[src/include/reg_lock_defines.svh]
`ifndef REG_LOCK_DEFINES_SVH
`define REG_LOCK_DEFINES_SVH

// ==========================================================
// register map
`define LOCK_CTRL_ADDR 32'h5000_0100
`define PROT_REG0_ADDR 32'h5000_0104
`define PROT_REG1_ADDR 32'h5000_0108
`define PROT_REG0_RESET 32'h0000_0000
`define PROT_REG1_RESET 32'h0000_0000

// ==========================================================
// fields and key bytes
`define UNLOCKED_BIT 0
`define KEY_BYTE0 8'h59
`define KEY_BYTE1 8'h16
`define KEY_BYTE2 8'h88

`endif

[src/include/reg_lock_pkg.sv]
package reg_lock_pkg;
	typedef enum logic [1:0] {
		KEY_IDLE = 2'b00,
		KEY_GOT1 = 2'b01,
		KEY_GOT2 = 2'b10
	} key_step_e;

	typedef struct packed {
		logic valid;
		logic [31:0] addr;
		logic [31:0] data;
	} wr_req_s;
endpackage

[src/rtl/key_sequencer.sv]
`include "reg_lock_defines.svh"
`default_nettype none

module key_sequencer
	import reg_lock_pkg::*;
(
	input wire logic pclk,
	input wire logic presetn,
	input wire wr_req_s wr,
	output logic unlock_pulse
);
	key_step_e step_r;
	key_step_e step_nxt;

	// ==========================================================
	// key detector
	always_comb begin
		step_nxt = step_r;
		unlock_pulse = 1'b0;
		if (wr.valid) begin
			step_nxt = KEY_IDLE; // (RULE4) (RULE7)
			if (wr.addr == `LOCK_CTRL_ADDR) begin
				case (step_r)
					KEY_IDLE: begin
						if (wr.data[7:0] == `KEY_BYTE0)
							step_nxt = KEY_GOT1; // (RULE3)
					end
					KEY_GOT1: begin
						if (wr.data[7:0] == `KEY_BYTE1)
							step_nxt = KEY_GOT2; // (RULE3)
						else if (wr.data[7:0] == `KEY_BYTE0)
							step_nxt = KEY_GOT1;
					end
					KEY_GOT2: begin
						if (wr.data[7:0] == `KEY_BYTE2)
							unlock_pulse = 1'b1; // (RULE3)
						else if (wr.data[7:0] == `KEY_BYTE0)
							step_nxt = KEY_GOT1;
					end
					default: step_nxt = KEY_IDLE;
				endcase
			end
		end
	end

	always_ff @(posedge pclk or negedge presetn) begin
		if (!presetn)
			step_r <= KEY_IDLE;
		else
			step_r <= step_nxt;
	end
endmodule

`default_nettype wire

[src/rtl/register_write_protection_lock.sv]
// The APB register port is this design's own decision.
`include "reg_lock_defines.svh"
`default_nettype none

// Overview of operation
// (RULE1) power-on reset leaves registers protected
// (RULE2) protected registers change only when unlocked
// (RULE3) keys 59h 16h 88h unlock protection
// (RULE4) wrong value, order or address aborts
// (RULE5) bit 0 reads one while unlocked
// (RULE6) any lock write while unlocked relocks
// (RULE7) sequence restarts from first key
module register_write_protection_lock
	import reg_lock_pkg::*;
(
	input wire logic pclk,
	input wire logic presetn,
	input wire logic psel,
	input wire logic penable,
	input wire logic pwrite,
	input wire logic [31:0] paddr,
	input wire logic [31:0] pwdata,
	output logic [31:0] prdata,
	output logic pready,
	output logic pslverr,
	output logic unlocked,
	output logic [31:0] prot_reg0,
	output logic [31:0] prot_reg1
);
	logic unlocked_r;
	logic [31:0] prot0_r;
	logic [31:0] prot1_r;
	logic [31:0] rdata_r;
	logic slverr_r;
	logic pready_r;
	logic unlock_pulse;
	logic access;
	wr_req_s wr;
	wr_req_s wr_key;

	function automatic logic mapped(input logic [31:0] a);
		mapped = (a == `LOCK_CTRL_ADDR) || (a == `PROT_REG0_ADDR) || (a == `PROT_REG1_ADDR);
	endfunction

	// ==========================================================
	// apb decode: zero wait states, answer in the access cycle
	assign access = psel && penable;
	assign wr = '{valid: access && pwrite, addr: paddr, data: pwdata};
	// data masked while open: relocking writes must not seed a new key sequence
	assign wr_key = '{valid: access && pwrite, addr: paddr, data: (unlocked_r ? 32'h0000_0000 : pwdata)}; // (RULE7)

	// held high in and out of reset; a flop so every output is registered
	always_ff @(posedge pclk or negedge presetn) begin
		if (!presetn)
			pready_r <= 1'b1;
		else
			pready_r <= 1'b1;
	end

	key_sequencer u_keys (
		.pclk(pclk),
		.presetn(presetn),
		.wr(wr_key),
		.unlock_pulse(unlock_pulse)
	);

	// ==========================================================
	// lock state
	always_ff @(posedge pclk or negedge presetn) begin
		if (!presetn)
			unlocked_r <= 1'b0; // (RULE1)
		else if (wr.valid && paddr == `LOCK_CTRL_ADDR) begin
			if (unlocked_r)
				unlocked_r <= 1'b0; // (RULE6)
			else if (unlock_pulse)
				unlocked_r <= 1'b1; // (RULE3)
		end
	end

	// ==========================================================
	// protected registers; writes while locked are dropped silently
	always_ff @(posedge pclk or negedge presetn) begin
		if (!presetn) begin
			prot0_r <= `PROT_REG0_RESET;
			prot1_r <= `PROT_REG1_RESET;
		end else if (wr.valid && unlocked_r) begin // (RULE2)
			if (paddr == `PROT_REG0_ADDR)
				prot0_r <= pwdata;
			if (paddr == `PROT_REG1_ADDR)
				prot1_r <= pwdata;
		end
	end

	// ==========================================================
	// read data registered in setup phase so prdata is a flop
	always_ff @(posedge pclk or negedge presetn) begin
		if (!presetn) begin
			rdata_r <= 32'h0000_0000;
			slverr_r <= 1'b0;
		end else if (psel && !penable) begin
			slverr_r <= !mapped(paddr);
			rdata_r <= 32'h0000_0000;
			if (!pwrite) begin
				case (paddr)
					`LOCK_CTRL_ADDR: rdata_r[`UNLOCKED_BIT] <= unlocked_r; // (RULE5)
					`PROT_REG0_ADDR: rdata_r <= prot0_r;
					`PROT_REG1_ADDR: rdata_r <= prot1_r;
					default: rdata_r <= 32'h0000_0000;
				endcase
			end
		end
	end

	assign prdata = rdata_r;
	assign pready = pready_r;
	assign pslverr = slverr_r;
	assign unlocked = unlocked_r;
	assign prot_reg0 = prot0_r;
	assign prot_reg1 = prot1_r;
endmodule

`default_nettype wire

[config.mk]
export PLATFORM = sky130hd
export DESIGN_NAME = register_write_protection_lock
export DESIGN_NICKNAME = d
export VERILOG_FILES = /design/src/include/reg_lock_pkg.sv /design/src/rtl/key_sequencer.sv /design/src/rtl/register_write_protection_lock.sv
export VERILOG_INCLUDE_DIRS = /design/src /design/src/include
export SDC_FILE = /design/constraint.sdc
export NUM_CORES = 1
export LEC_CHECK = 0
export BUFFER_PORTS_ARGS = -buffer_cell sky130_fd_sc_hd__buf_4
export CAP_MARGIN = 20
export CORE_MARGIN = 1.5
export CORE_UTILIZATION = 25
export DETAILED_ROUTE_END_ITERATION = 16
export PLACE_DENSITY_LB_ADDON = 0.12
export SETUP_SLACK_MARGIN = 0.2
export SYNTH_ARGS = -nofsm -noshare
export SYNTH_HDL_FRONTEND = slang
export SYNTH_SLANG_ARGS = --single-unit
[constraint.sdc]
create_clock -name pclk -period 1.7 [get_ports pclk]
set_input_delay 0 -clock pclk [delete_from_list [all_inputs] [get_ports pclk]]
set_output_delay 0 -clock pclk [all_outputs]
set_load 0.005 [all_outputs]
==> impl_summary.log, run 1 <==
INFO  metric synth_top_area_share = 56.0%
INFO  metric syn2layout_area_growth = 48.9%
INFO  metric dp_cells = 682
INFO  metric overflow = 0
INFO  metric final-setup-viol-count = 0
INFO  metric totalNegativeSetupSlack = 0 ns
INFO  metric power.density = 702 mW/mm2
INFO  metric synth.net_count = 367
INFO  metric worst_path_max_delay_cell = sky130_fd_sc_hd__dlygate4sd3_1
INFO  metric yosys_register_bits = 100
INFO  metric period_needed = 1.48 ns
INFO  metric fmaxAchievable = 673 MHz
INFO  metric grt_max_degree = 101
INFO  metric yosys.area.top_type = sky130_fd_sc_hd__dfrtp_1
INFO  metric post_synth_xor_area_fraction = 0%
INFO  metric fp-row-count = 48
INFO  metric number_of_cells_on_the_worst_reg_to_reg_path = 4
INFO  metric timing.slew.headroom = 63.9%
INFO  metric rsz0062_at_grt = yes
INFO  metric pin_count = 168
INFO  metric placedInstanceArea = 0.00602 mm2
INFO  metric total_non_filler_cell_area_in_the_finished_layout = 0.00665 mm2
INFO  metric finalHoldViolations = 0
INFO  metric postSynth.topFlopCell = sky130_fd_sc_hd__dfrtp_1
INFO  metric yosysWarningCount = 0
INFO  metric timing.max_cap.violations = 0
INFO  metric x_dimension_of_the_die = 137 um
INFO  metric reg2reg_from = unlocked
INFO  metric least_margin_pin_slew = 0.542 ns
INFO  metric synth.cell_area = 0.00447 mm2
INFO  metric port_buffer_cells = 166
INFO  metric tritoncts = yes
INFO  metric leakagePower = 3.56 nW
INFO  metric total_power = 4.67 mW
INFO  metric total_cts_buffers = 9
INFO  metric route.detailed.vias_per_inst = 4.46
INFO  metric result_of_the_run = completed
INFO  metric fraction_of_the_mapped_netlist_area_in_compound_gates = 8.15%
INFO  metric synth_most_common_cell = sky130_fd_sc_hd__dfrtp_1
INFO  metric worstPathBufferInverterCount = 3
INFO  metric floorplan.core_area = 0.0174 mm2
INFO  metric hold_path_startpoint = paddr[3]
INFO  metric die_height = 137 um
INFO  metric post_synth_num_cell_types = 30
INFO  metric min_path_type = primary input to register
INFO  metric drc = 0
INFO  metric synth.top_cells.by_area = sky130_fd_sc_hd__dfrtp_1 (56%), sky130_fd_sc_hd__mux2_4 (20%), sky130_fd_sc_hd__a221o_1 (6.9%)
INFO  metric cts_num_sinks = 100
INFO  metric layout_worst_path_cycle_share = 87.3%
INFO  metric crit_path_max_incr_delay = 0.52 ns
INFO  metric synth-edff-count = 0
INFO  metric finalNetCount = 572
INFO  metric routabilityCongestion = 0.739
INFO  metric ctsHtreeMaxLevel = 3
INFO  metric track_usage = 13.2%
INFO  metric cp_cell_sequence = dlygate4sd3_1, buf_4, nand3_1, nor2_4, nand4_4, buf_12, mux2_4
INFO  metric worst_hold_path.num_cells = 4
INFO  metric cts.reportedPaths.clkPinSlew = 0.07 ns
INFO  metric vdd.ir_drop.worst = 415 uV
INFO  metric worstSkewPairLatency = 0.34 ns
INFO  metric main_combinational_cell_family_by_area_after_synthesis = multiplexers
INFO  metric start_util = 25.7%
INFO  metric clock_skew = 0.00495 ns
INFO  metric clockBufferDepth = 2
INFO  metric detailedPlacementHpwl = 8.38 mm
INFO  metric crit_arrival = 1.71 ns
INFO  metric num_antenna_cells = 0
INFO  metric instances_no_fill = 733
INFO  metric timing_worst_setup_path_type = primary input to register
INFO  metric critPathMaxFanout = 17
INFO  metric vias = 3271
INFO  metric synthMuxAreaShare = 21.6%
INFO  metric post_synth_inst_count = 298
INFO  metric fp.dieArea = 0.0187 mm2
INFO  metric finalMaxSlewViolations = 0
INFO  metric worst_setup_path_start_kind = primary input
INFO  metric share_of_flip_flops_with_an_asynchronous_set_or_reset_after_synthesis = 100%
INFO  metric synth_seq_area_share = 56.0%
INFO  metric count_of_cell_instances_traversed_by_the_critical_path = 7
INFO  metric synth.top_cells.by_count = sky130_fd_sc_hd__dfrtp_1 (100), sky130_fd_sc_hd__mux2_4 (60), sky130_fd_sc_hd__a221o_1 (31), sky130_fd_sc_hd__and2_1 (31), sky130_fd_sc_hd__buf_6 (9)
INFO  metric number_of_antenna_violations_at_the_first_check_in_global_routing = 0
INFO  metric drt_pre_antenna_iters = 4
INFO  metric via_count_of_the_first_global_routing_pass = 3368
INFO  metric aggregate_routed_wire_length = 12.3 mm
INFO  metric critPathRequiredTime = 1.93 ns
INFO  metric synth_area_per_cell = 15.0 um2
INFO  metric grt_first_pass_wirelength = 18.6 mm
INFO  metric detailedRoute.firstIterationViolations = 111
INFO  metric critical_path.endpoint_type = register
INFO  metric proportion_of_layout_cells_with_a_drive_suffix_above_1 = 51.8%
INFO  metric wl_per_cell = 16.7 um
INFO  metric clock-root-buffer = sky130_fd_sc_hd__clkbuf_16
INFO  metric synth-adder-area-share = 0%
INFO  metric startpoint = pwrite
INFO  metric worst_path_dominant_cell_family = buffers and inverters
INFO  metric synth_simple_gate_area_share = 10.2%
INFO  metric route.antenna.remaining_nets = 0
==> final timing paths <==
| check | to | slack, ns |
|---|---|---|
| worst max-delay path | prot_reg0[19] | 0.22 |
| worst min-delay path | prdata[0] | 0.07 |
| worst max register to register | unlocked | 0.23 |
| worst min register to register | prdata[0] | 0.49 |
| max in group asynchronous | prot_reg0[17] | 1.04 |
| min in group asynchronous | prot_reg0[0] | 0.26 |
==> layer usage <==
layer	vias up	wire length, um	global-route usage (%)
li1	1513	-	-
met1	1633	5680	17.8
met2	115	5730	20.5
met3	10	735	3.44
met4	0	132	4.31
met5	-	0	0
==> flip-flops by register name (all words and copies together) (netlist names) <==
register,flops
u_keys.step_r,2
unlocked,1
prdata,32
prot_reg0,32
prot_reg1,32
pslverr,1
==> tightest hold or removal path, cell delays in order <==
cell                      delay [ns]
sky130_fd_sc_hd__buf_4          0.11
sky130_fd_sc_hd__nor2_1         0.04
sky130_fd_sc_hd__a21oi_1        0.14
sky130_fd_sc_hd__o41ai_1        0.08
==> area by class of cell <==
class / count / area [um2]
clock buffers: 9 / 225
clock inverters: 7 / 60.1
fillers: 1691 / 10700
inverters: 2 / 7.51
multi-input cells: 176 / 1800
flip-flops and latches: 100 / 2500
well taps: 225 / 282
repair buffers: 214 / 1780
==> metrics by stage <==
step / hold WS (ns) / worst slack, ns / utilization, %
finish: 0.0701 / 0.215 / 38.3
global route: 0.0920 / 0.124 / 38.3
CTS: 0.0441 / 0.218 / 38.3
detailed placement: 0.109 / -0.0412 / 34.7
global placement: 0.110 / -0.0206 / 34.7
floorplan: -0.296 / 0.273 / -
==> cell families (layout without fill, tap and decap cells) <==
logic type / Yosys count / count (layout)
flops: 100 / 100
mux: 66 / 66
compound gates: 39 / 39
buf+inv: 22 / 232
simple gates: 70 / 70
other cells: 1 / 1
==> placed cells by master, fill, tap and decap left out, types with 5 or more instances in the layout <==
cell type	Yosys	final
sky130_fd_sc_hd__dfrtp_1	100	100
sky130_fd_sc_hd__buf_12	0	7
sky130_fd_sc_hd__nand3_1	5	5
sky130_fd_sc_hd__and2_1	31	31
sky130_fd_sc_hd__mux2_4	60	60
sky130_fd_sc_hd__a221o_1	31	31
sky130_fd_sc_hd__clkbuf_16	0	9
sky130_fd_sc_hd__nand2_1	6	6
sky130_fd_sc_hd__dlygate4sd3_1	0	34
sky130_fd_sc_hd__buf_4	6	173
==> power by group <==
| group | internal, mW | total, mW | switching, mW |
|---|---|---|---|
| combinational | 0.176 | 0.311 | 0.135 |
| clock | 1.02 | 1.98 | 0.957 |
| sequential | 2.38 | 2.38 | 0.00164 |
| total | 3.57 | 4.67 | 1.09 |
==> timing repair <==
action	in CTS	in global routing
hold endpoints to repair	166	0
buffers inserted	1	0
endpoints found under the setup margin	65	66
hold buffers	34	0
gates resized for setup	1	0
No activity file was read; power rests on OpenSTA's default activity.
==> run 2, diff against run 1 <==
--- a/config.mk
+++ b/config.mk
@@ -8,7 +8,7 @@
 export LEC_CHECK = 0
 export BUFFER_PORTS_ARGS = -buffer_cell sky130_fd_sc_hd__buf_4
 export CAP_MARGIN = 20
-export CORE_MARGIN = 1.5
+export CORE_MARGIN = 2
 export CORE_UTILIZATION = 25
 export DETAILED_ROUTE_END_ITERATION = 16
 export PLACE_DENSITY_LB_ADDON = 0.12
==> run 2 against run 1 <==
- combinational power hardly changed
- count of clock-buffer cells in the layout stayed put
- non-clock buffer count is 7 higher
- register-to-register slack better by 0.04 ns
- critical path type is now register to register
- power is 0.35% higher
- largest cell class unchanged
- highest routed layer unchanged
==> impl_summary.log, run 2 (synthesis gave the netlist of run 1 again) <==
INFO  metric crit_path_max_incr_delay = 0.42 ns
INFO  metric num_antenna_cells = 0
INFO  metric finalHoldViolations = 0
INFO  metric detailedRoute.firstIterationViolations = 100
INFO  metric overflow = 0
INFO  metric vdd.ir_drop.worst = 405 uV
INFO  metric wl_met1 = 5.95 mm
INFO  metric finalNetCount = 579
INFO  metric worstSkewPairLatency = 0.35 ns
INFO  metric ctsHtreeMaxLevel = 3
INFO  metric power.density = 691 mW/mm2
INFO  metric final-setup-viol-count = 0
INFO  metric layout_worst_path_cycle_share = 84.2%
INFO  metric placedInstanceArea = 0.00599 mm2
INFO  metric critPathRequiredTime = 1.97 ns
INFO  metric met3_wirelength = 781 um
INFO  metric clock_skew = 0.00611 ns
INFO  metric detailedPlacementHpwl = 8.80 mm
INFO  metric dr.max_layer_used = met4
INFO  metric final.hold.worst_slack = 0.0157 ns
INFO  metric die_height = 138 um
INFO  metric grt_first_pass_wirelength = 19.3 mm
INFO  metric rsz0062_at_grt = no
INFO  metric total_non_filler_cell_area_in_the_finished_layout = 0.00678 mm2
INFO  metric wl_per_cell = 17.8 um
INFO  metric total_cts_buffers = 9
INFO  metric total_area_of_multi_input_combinational_cells = 0.00183 mm2
INFO  metric pin_count = 168
INFO  metric totalNegativeSetupSlack = 0 ns
INFO  metric ff_latch_area = 0.00250 mm2
INFO  metric fp.dieArea = 0.0190 mm2
INFO  metric clockBufferDepth = 2
INFO  metric worst_path_max_delay_cell = sky130_fd_sc_hd__dfrtp_2
INFO  metric timing_worst_setup_path_type = register to register
INFO  metric drc = 0
INFO  metric cp_cell_sequence = buf_4, nor4b_4, nand3_1, or3_1, mux2i_1
INFO  metric critical_path.endpoint_type = register
INFO  metric cts_num_sinks = 100
INFO  metric finalMaxSlewViolations = 0
INFO  metric tritoncts = yes
INFO  metric routabilityCongestion = 0.763
INFO  metric cts.reportedPaths.clkPinSlew = 0.07 ns
INFO  metric start_util = 25.7%
INFO  metric fp-row-count = 48
INFO  metric track_usage = 13.5%
INFO  metric vias = 3369
INFO  metric clock-root-buffer = sky130_fd_sc_hd__clkbuf_16
INFO  metric port_buffer_cells = 166
INFO  metric number_of_antenna_violations_at_the_first_check_in_global_routing = 0
INFO  metric route.detailed.vias_per_inst = 4.55
INFO  metric total_power = 4.68 mW
INFO  metric fmaxAchievable = 699 MHz
INFO  metric drt_pre_antenna_iters = 4
INFO  metric min_path_type = primary input to register
INFO  metric via_count_of_the_first_global_routing_pass = 3624
INFO  metric floorplan.core_area = 0.0174 mm2
INFO  metric route.antenna.remaining_nets = 0
INFO  metric syn2layout_area_growth = 51.8%
INFO  metric x_dimension_of_the_die = 138 um
INFO  metric period_needed = 1.43 ns
INFO  metric crit_arrival = 1.70 ns
INFO  metric critPathMaxFanout = 3
INFO  metric instances_no_fill = 740
INFO  metric proportion_of_layout_cells_with_a_drive_suffix_above_1 = 53.4%
INFO  metric wl_met2 = 6.17 mm
INFO  metric dp_cells = 684
INFO  metric aggregate_routed_wire_length = 13.2 mm
INFO  metric worst_setup_path_start_kind = register
INFO  metric fillerInstances = 1655
INFO  metric result_of_the_run = completed
INFO  metric grt_max_degree = 55
INFO  metric timing.max_cap.violations = 0
INFO  metric mostFrequentLayoutCell = sky130_fd_sc_hd__buf_4
INFO  metric leakagePower = 3.63 nW
INFO  metric layout.cells.most_common_list = sky130_fd_sc_hd__buf_4 (177), sky130_fd_sc_hd__dfrtp_1 (99), sky130_fd_sc_hd__mux2_4 (60)
-- run 2: worst max-delay path, delay by kind of cell, from the launching register on --
| family | cells | cell delay (ns) |
|---|---|---|
| simple gates | 3 | 0.65 |
| flops | 1 | 0.42 |
| buf+inv | 1 | 0.16 |
| mux | 1 | 0.13 |
-- run 2: stage by stage --
stage / utilization (%) / setup WS [ns]
2_1_floorplan: - / 0.273
5_1_grt: 39.1 / 0.209
6_report: 39.1 / 0.269
3_3_place_gp: 34.5 / 0.0223
4_1_cts: 38.2 / 0.196
3_5_place_dp: 34.5 / -0.0379
-- run 2: repair_timing --
item,4_1_cts,5_1_grt
buffers inserted,0,2
hold buffers,34,0
hold endpoints to repair,166,0
setup endpoints to repair,65,64
pin swaps,0,3
cloned,0,4
resized for setup,4,7
-- run 2: final cells by class --
type | instances | share of cell area (%)
flip-flops and latches | 100 | 36.9
multi-input cells | 176 | 26.9
clock buffers | 9 | 3.32
clock inverters | 7 | 0.922
inverters | 2 | 0.111
repair buffers | 221 | 27.7
well taps | 225 | 4.15
-- run 2: final timing paths --
check,slack (ns),start,to,cells after the start
setup / recovery,0.27,unlocked,unlocked,5
min in group asynchronous,0.07,presetn,prot_reg1[8],2
max in group asynchronous,0.95,presetn,unlocked,3
hold reg to reg,0.49,prdata[0],prdata[0],2
hold / removal,0.02,psel,u_keys.step_r[1],4
setup reg to reg,0.27,unlocked,unlocked,5
-- run 2: routing by layer --
layer	track usage [%]	vias to the layer above
met4	5.04	0
met2	21.6	123
li1	-	1536
met1	17.7	1691
met5	0	-
met3	3.46	19
-- run 2: report_power, final --
group / switching, mW / total, mW / internal (mW)
logic: 0.136 / 0.314 / 0.178
clock network: 0.975 / 1.99 / 1.01
registers: 0.00163 / 2.38 / 2.38
total: 1.11 / 4.68 / 3.57
